File: config.mk
export PLATFORM = sky130hd
export DESIGN_NAME = dac_register_control
export DESIGN_NICKNAME = d
export VERILOG_FILES = /design/src/dac_pkg.sv /design/src/dac_code_reg.sv /design/src/dac_register_control.sv
export VERILOG_INCLUDE_DIRS = /design/src /design/src/src
export SDC_FILE = /design/constraint.sdc
export NUM_CORES = 1
export LEC_CHECK = 0
export ABC_AREA = 1
export BUFFER_PORTS_ARGS = -buffer_cell sky130_fd_sc_hd__buf_2
export CAP_MARGIN = 20
export CELL_PAD_IN_SITES_DETAIL_PLACEMENT = 0
export CELL_PAD_IN_SITES_GLOBAL_PLACEMENT = 2
export CORE_ASPECT_RATIO = 0.75
export CORE_UTILIZATION = 28
export CTS_CLUSTER_DIAMETER = 100
export DETAILED_ROUTE_END_ITERATION = 8
export PLACE_DENSITY = 0.76
export SLEW_MARGIN = 0
export SYNTH_ARGS = -nofsm -noshare
export SYNTH_HDL_FRONTEND = slang
export SYNTH_HIERARCHICAL = 1
export SYNTH_SLANG_ARGS = --single-unit
File: constraint.sdc
create_clock -name clock -period 2.4 [get_ports clock]
set_input_delay 0.72 -clock clock [delete_from_list [all_inputs] [get_ports clock]]
set_output_delay 0.72 -clock clock [all_outputs]
set_load 0.02 [all_outputs]
File: src/dac_params.svh
// Purpose: Offsets, field positions, reset values for the converter register block
// Assumes: 8-bit special-function-register space
// Notes:   Control register offset is chosen locally
`ifndef DAC_PARAMS_SVH
`define DAC_PARAMS_SVH

`define DAC_DATA_LOW_ADDR     8'hfb
`define DAC_DATA_HIGH_ADDR    8'hfc
`define DAC_CONTROL_ADDR      8'hfd
`define DAC_DATA_LOW_RESET    8'h00
`define DAC_DATA_HIGH_RESET   8'h00
`define DAC_CONTROL_RESET     8'h00
`define DAC_CTRL_ENABLE_BIT   0
`define DAC_CTRL_CLEAR_N_BIT  1
`define DAC_CTRL_RANGE_BIT    2
`define DAC_CTRL_EIGHT_BIT    3
`define DAC_CTRL_PIN_BIT      4
`define DAC_CTRL_USED_MASK    8'h1f
`define DAC_HIGH_USED_MASK    8'h0f

`endif

File: src/dac_pkg.sv
// Purpose: Types for the converter register block
// Assumes: Nothing
// Notes:   Constants live in dac_params.svh
package dac_pkg;
    typedef enum logic [0:0] {
        DAC_PIN_DEFAULT   = 1'b0,
        DAC_PIN_ALTERNATE = 1'b1
    } dac_pin_t;
    typedef enum logic [0:0] {
        DAC_RANGE_REF    = 1'b0,
        DAC_RANGE_SUPPLY = 1'b1
    } dac_range_t;
endpackage

File: src/dac_code_reg.sv
// Purpose: Registered converter code holder with load strobe
// Assumes: Synchronous active-high reset
// Notes:   Code output always from a flip-flop
`timescale 1ns/1ps
module dac_code_reg
    import dac_pkg::*;
#(
    parameter int WIDTH = 12
) (
    input  wire logic             clock,
    input  wire logic             sys_rst,
    input  wire logic             load,
    input  wire logic [WIDTH-1:0] code_in,
    output logic      [WIDTH-1:0] code_out
);
    logic [WIDTH-1:0] next_code;

    always_comb begin
        next_code = code_out;
        if (load) begin
            next_code = code_in;
        end
    end

    always_ff @(posedge clock) begin
        if (sys_rst) begin
            code_out <= '0;
        end else begin
            code_out <= next_code;
        end
    end
endmodule

File: src/dac_register_control.sv
// Purpose: Control and data registers for a 12-bit voltage-output converter
// Assumes: Core special-function-register write/read strobes, one clock
// Notes:   Reads are combinational on the same cycle as the address
`timescale 1ns/1ps
`include "dac_params.svh"
module dac_register_control
    import dac_pkg::*;
#(
    parameter int CODE_WIDTH = 12
) (
    input  wire logic                  clock,
    input  wire logic                  sys_rst,
    input  wire logic [7:0]            sfr_addr,
    input  wire logic                  sfr_write,
    input  wire logic                  sfr_read,
    input  wire logic [7:0]            sfr_wdata,
    output logic      [7:0]            sfr_rdata,
    output logic                       sfr_hit,
    output logic      [CODE_WIDTH-1:0] converter_code,
    output logic                       converter_enable,
    output logic                       output_drive_en,
    output dac_pin_t                   output_pin_select,
    output dac_range_t                 range_select,
    output logic                       eight_bit_mode,
    output logic                       data_clear_n
);
    logic [7:0] converter_control;
    logic [7:0] converter_data_low;
    logic [7:0] converter_data_high;
    logic [7:0] next_control;
    logic [7:0] next_low;
    logic [7:0] next_high;
    logic       code_load;
    logic [CODE_WIDTH-1:0] code_value;

    function automatic logic addr_is(input logic [7:0] a, input logic [7:0] target);
        addr_is = (a == target);
    endfunction

    logic wr_low;
    logic wr_high;
    logic wr_ctrl;
    assign wr_low  = sfr_write && addr_is(sfr_addr, `DAC_DATA_LOW_ADDR);
    assign wr_high = sfr_write && addr_is(sfr_addr, `DAC_DATA_HIGH_ADDR);
    assign wr_ctrl = sfr_write && addr_is(sfr_addr, `DAC_CONTROL_ADDR);

    // Register next values
    always_comb begin
        next_control = converter_control;
        next_low     = converter_data_low;
        next_high    = converter_data_high;
        if (wr_ctrl) begin
            next_control = sfr_wdata & `DAC_CTRL_USED_MASK;
        end
        if (wr_low) begin
            next_low = sfr_wdata;
        end
        if (wr_high) begin
            next_high = sfr_wdata;
        end
        if (!next_control[`DAC_CTRL_CLEAR_N_BIT]) begin
            next_low  = 8'h00;
            next_high = 8'h00;
        end
    end

    always_ff @(posedge clock) begin
        if (sys_rst) begin
            converter_control   <= `DAC_CONTROL_RESET;
            converter_data_low  <= `DAC_DATA_LOW_RESET;
            converter_data_high <= `DAC_DATA_HIGH_RESET;
        end else begin
            converter_control   <= next_control;
            converter_data_low  <= next_low;
            converter_data_high <= next_high;
        end
    end

    // Code formation from the values being written
    always_comb begin
        if (next_control[`DAC_CTRL_EIGHT_BIT]) begin
            code_value = {next_low, 4'h0};
        end else begin
            code_value = {next_high[3:0], next_low};
        end
    end

    // Low write loads the code; clear and mode change also refresh it
    assign code_load = wr_low || wr_ctrl;

    dac_code_reg #(
        .WIDTH(CODE_WIDTH)
    ) u_code (
        .clock    (clock),
        .sys_rst  (sys_rst),
        .load     (code_load),
        .code_in  (code_value),
        .code_out (converter_code)
    );

    assign converter_enable  = converter_control[`DAC_CTRL_ENABLE_BIT];
    assign output_drive_en   = converter_control[`DAC_CTRL_ENABLE_BIT];
    assign output_pin_select = dac_pin_t'(converter_control[`DAC_CTRL_PIN_BIT]);
    assign range_select      = dac_range_t'(converter_control[`DAC_CTRL_RANGE_BIT]);
    assign eight_bit_mode    = converter_control[`DAC_CTRL_EIGHT_BIT];
    assign data_clear_n      = converter_control[`DAC_CTRL_CLEAR_N_BIT];

    // Read mux; unmapped addresses read zero with no hit
    always_comb begin
        sfr_rdata = 8'h00;
        sfr_hit   = 1'b0;
        if (sfr_read || sfr_write) begin
            if (addr_is(sfr_addr, `DAC_DATA_LOW_ADDR)) begin
                sfr_rdata = converter_data_low;
                sfr_hit   = 1'b1;
            end else if (addr_is(sfr_addr, `DAC_DATA_HIGH_ADDR)) begin
                sfr_rdata = converter_data_high;
                sfr_hit   = 1'b1;
            end else if (addr_is(sfr_addr, `DAC_CONTROL_ADDR)) begin
                sfr_rdata = converter_control & `DAC_CTRL_USED_MASK;
                sfr_hit   = 1'b1;
            end
        end
        if (!sfr_read) begin
            sfr_rdata = 8'h00;
        end
    end
endmodule

==> flow_summary_export.csv <==
group,metric,value,unit
critical_path,worstSetupStartpointType,"input pin",
placement,placedCellCount,423,
critical_path,cp.arrival,1.69,ns
timing,fin_skew,0.002114,ns
layout,final_cells,434,
layout,syn_to_final_growth,34.56,%
layout,n_fill_cell,730,
synthesis,synth_area_leaders,"dfxtp_1, nand2_1, nand3_1",
cts,cts_hold_buf,0,
critical_path,rr_endpoint,"u_code/code_out[1]$_SDFFE_PP0P_",
status,status,"finished with violations",
global_routing,grt_pass1_vias,1914,
critical_path,cp_common_cell,"buf_6",
timing,grt_setup_unrepaired,"yes",
timing,max_freq,0.4156,GHz
detailed_routing,via_per_inst,4.680,
cts,clock_latency,0.28,ns
pwr,switching_share,25.17,%
cts,root_buffer,"clkbuf_8",
floorplan,io_pins,47,
global_routing,grt_max_degree,25,
timing,finalCritPeriodShare,100.3,%
global_routing,grt_use_total,16.27,%
layout,antenna_cells,0,
synthesis,async_flop_share,0,%
pwr,p_leak,1.262,nW
timing,slew_violations,0,
floorplan,die-area,7166,um^2
synthesis,synth_area,1912,um^2
global_routing,grt_remaining_overflow,0,
timing,finalHoldViolCount,0,
timing,final.setup.tns,-0.006268,ns
timing,slew_headroom,72.63,%
layout,final_layout_size_suffix_gt1_share,33.14,%
floorplan,die_x,97.42,um
critical_path,cp.required,1.68,ns
placement,portBuffers,46,
detailed_routing,wire_per_inst,12.78,um
critical_path,critPathMaxFanout,5,
timing,setup_ws,-0.006268,ns
cts,cts-htree-levels,2,
pwr,internal_power,0.7908,mW
critical_path,reg2reg_depth,8,
synthesis,yosysTopAreaCell,"dfxtp_1",
detailed_routing,drtPass1Iterations,4,
cts,clk_pin_slew,0.07,ns
layout,final_design_area_no_fill,2572,um^2
timing,period_needed,2.406,ns
pwr,switchingPower,0.2660,mW
critical_path,critical_path.top_delay_family,"simple AND/OR/NAND/NOR gates",
floorplan,core_area,6444,um^2
floorplan,initial_utilization,29.67,%
status,failed_checks,"negative setup slack",
synthesis,synth-seq-cells,33,
synthesis,synth_edf_count,0,
critical_path,worst-setup-path-type,"input pin to output pin",
detailed_routing,dr_total_vias,2031,
pwr,p_per_area,410.8,nW/um^2
critical_path,crit_buf_inv,5,
min_path,hold_path.class,"flip-flop to flip-flop",
synthesis,synth_flop_cell,"dfxtp_1",
pwr,irDropWorstVdd,227.6,uV
synthesis,synth_nets,316,
detailed_routing,drt_iter0_drc,64,
cts,cts_tree,"done",
synthesis,synthTopCellsByCount,"nand2_1, nor2_1, dfxtp_1, inv_1, nand3_1",
job,cap_violations,0,
placement,gp_congestion,0.8038,
placement,dp_hpwl,4117,um
synthesis,synth_top_area_share,34.55,%
synthesis,synthCells,296,
floorplan,row_count,25,
cts,clk_path_buf_depth,2,
layout,nNetsFinal,372,
detailed_routing,drc_errors,0,
global_routing,antenna_found_initial,0,
critical_path,crit_chain,"buf_6 > nand2_4 > nor2_4 > buf_6 > nand2_4 > inv_4 > nand2_1 > nand3_1 > nand2_1 > inv_1 > buf_6",
min_path,min_to,"u_code/code_out[2]$_SDFFE_PP0P_",
detailed_routing,ant_nets,0,
cts,cts_buffers,5,
critical_path,r2r_start,"converter_control[1]$_SDFF_PP0_",
cts,cts.sink_count,33,
synthesis,yosys_warnings,6,
pwr,power_frac_seq,51.9,%
critical_path,r2r_slack,1.11,ns
critical_path,setup.worst_path.end_class,"output pin",
critical_path,crit_path_max_incr_delay,0.21,ns
placement,placed_cell_area,2286,um^2
min_path,hold_start,"u_code/code_out[2]$_SDFFE_PP0P_",
min_path,holdPathStages,2,
floorplan,die_y,73.56,um
critical_path,cp_slowest_cell,"nor2_4",
detailed_routing,drt-total-wl,5545,um
synthesis,yosysUniqueCellTypes,21,
layout,final_core_util,39.92,%
timing,worst_pin_slew,0.4096,ns
pwr,comb_power_share,8.7,%
global_routing,grt_pass1_wl,9114,um
synthesis,synth_most_common_cell,"nand2_1",
pwr,clock_power_share,39.4,%
synthesis,seq_area_frac_synth,34.55,%
timing,finalSetupViolCount,1,
synthesis,syn_area_per_cell,6.459,um^2
-- what timing repair did --
action	4_1_cts	5_1_grt
pin swaps	5	19
gates resized for setup	24	39
endpoints found under the setup margin	9	9
buffers inserted	1	1
cloned	0	1
-- worst reg2reg max path, cell delays in order, from the launching register on --
cell	delay, ns
dfxtp_1	0.38
nand2_1	0.09
nand2_2	0.29
nand2_1	0.15
nor2_1	0.11
inv_1	0.05
nand2_1	0.05
nand2_1	0.04
nor2_1	0.08
-- metal layers --
layer | vias to the layer above | routed length [um] | GRT usage [%]
met3 | 10 | 177 | 3.711
li1 | 1047 | - | -
met1 | 941 | 2959 | 22.58
met5 | - | 0 | 0
met4 | 0 | 91 | 6.209
met2 | 33 | 2316 | 24.63
-- cell families after synthesis --
group                  synth area share, %
AND/OR/NAND/NOR                      44.76
buffers and inverters                12.24
flip-flops                           34.55
AO/OA/AOI/OAI                        8.443
-- sequential cells by signal, summed over array words and instances, names as in the netlist --
register and count:
converter_data_high 8, converter_control 5, converter_data_low 8, u_code/code_out 12
-- power groups by stage --
stage | Combinational [mW] | Clock (mW) | Sequential, mW
after floorplan | 0.0406 | 0 | 0.563
after global placement | 0.0756 | 0 | 0.561
after detailed placement | 0.0759 | 0 | 0.561
after CTS | 0.0790 | 0.434 | 0.549
after global routing | 0.101 | 0.454 | 0.549
final | 0.0918 | 0.416 | 0.549
-- worst max-delay path by stage --
stage                startpoint      endpoint  slack, ns  cells past startpoint
finish              sfr_addr[7]  sfr_rdata[2]     -0.006                     11
global route        sfr_addr[7]  sfr_rdata[2]      -0.09                     11
CTS                 sfr_addr[5]  sfr_rdata[3]     -0.002                      9
detailed placement  sfr_addr[1]  sfr_rdata[1]      -0.06                     11
global placement    sfr_addr[1]  sfr_rdata[1]      -0.11                     11
floorplan           sfr_addr[6]  sfr_rdata[6]       0.03                      7
-- layout make-up --
cell class | count | area (um^2) | share of cell area, %
clock buffers | 8 | 80.08 | 3.113
multi-input cells | 214 | 1107 | 43.04
well taps | 81 | 101.3 | 3.940
flip-flops and latches | 33 | 660.6 | 25.68
repair buffers | 64 | 485.5 | 18.87
inverters | 34 | 137.6 | 5.350
-- cells in the final DEF, fill, tap and decap left out --
cell | Yosys | routed
a21oi_1 | 9 | 6
a21oi_2 | 9 | 12
buf_12 | 0 | 2
buf_2 | 7 | 35
buf_4 | 3 | 9
buf_6 | 4 | 18
clkbuf_1 | 0 | 3
clkbuf_8 | 0 | 5
dfxtp_1 | 33 | 33
inv_1 | 31 | 26
inv_2 | 3 | 6
inv_4 | 0 | 1
inv_8 | 0 | 1
nand2_1 | 100 | 91
nand2_2 | 5 | 10
nand2_4 | 0 | 4
nand3_1 | 27 | 26
nand3_2 | 1 | 2
nand3_4 | 2 | 2
nand3b_1 | 1 | 1
nand4_1 | 15 | 15
nor2_1 | 34 | 33
nor2_4 | 3 | 5
o21ai_1 | 0 | 1
o21ai_2 | 0 | 5
o21bai_1 | 1 | 1
-- stage by stage --
stage               hold WS [ns]  power (mW)  worst slack (ns)
global placement          0.4565      0.6369           -0.1137
CTS                       0.4696       1.061         -0.001789
floorplan                 0.4490      0.6033           0.02546
detailed placement        0.4593      0.6372          -0.06132
finish                    0.4666       1.057         -0.006268
global route              0.4897       1.104          -0.08919
No activity file was read; power rests on OpenSTA's default activity.
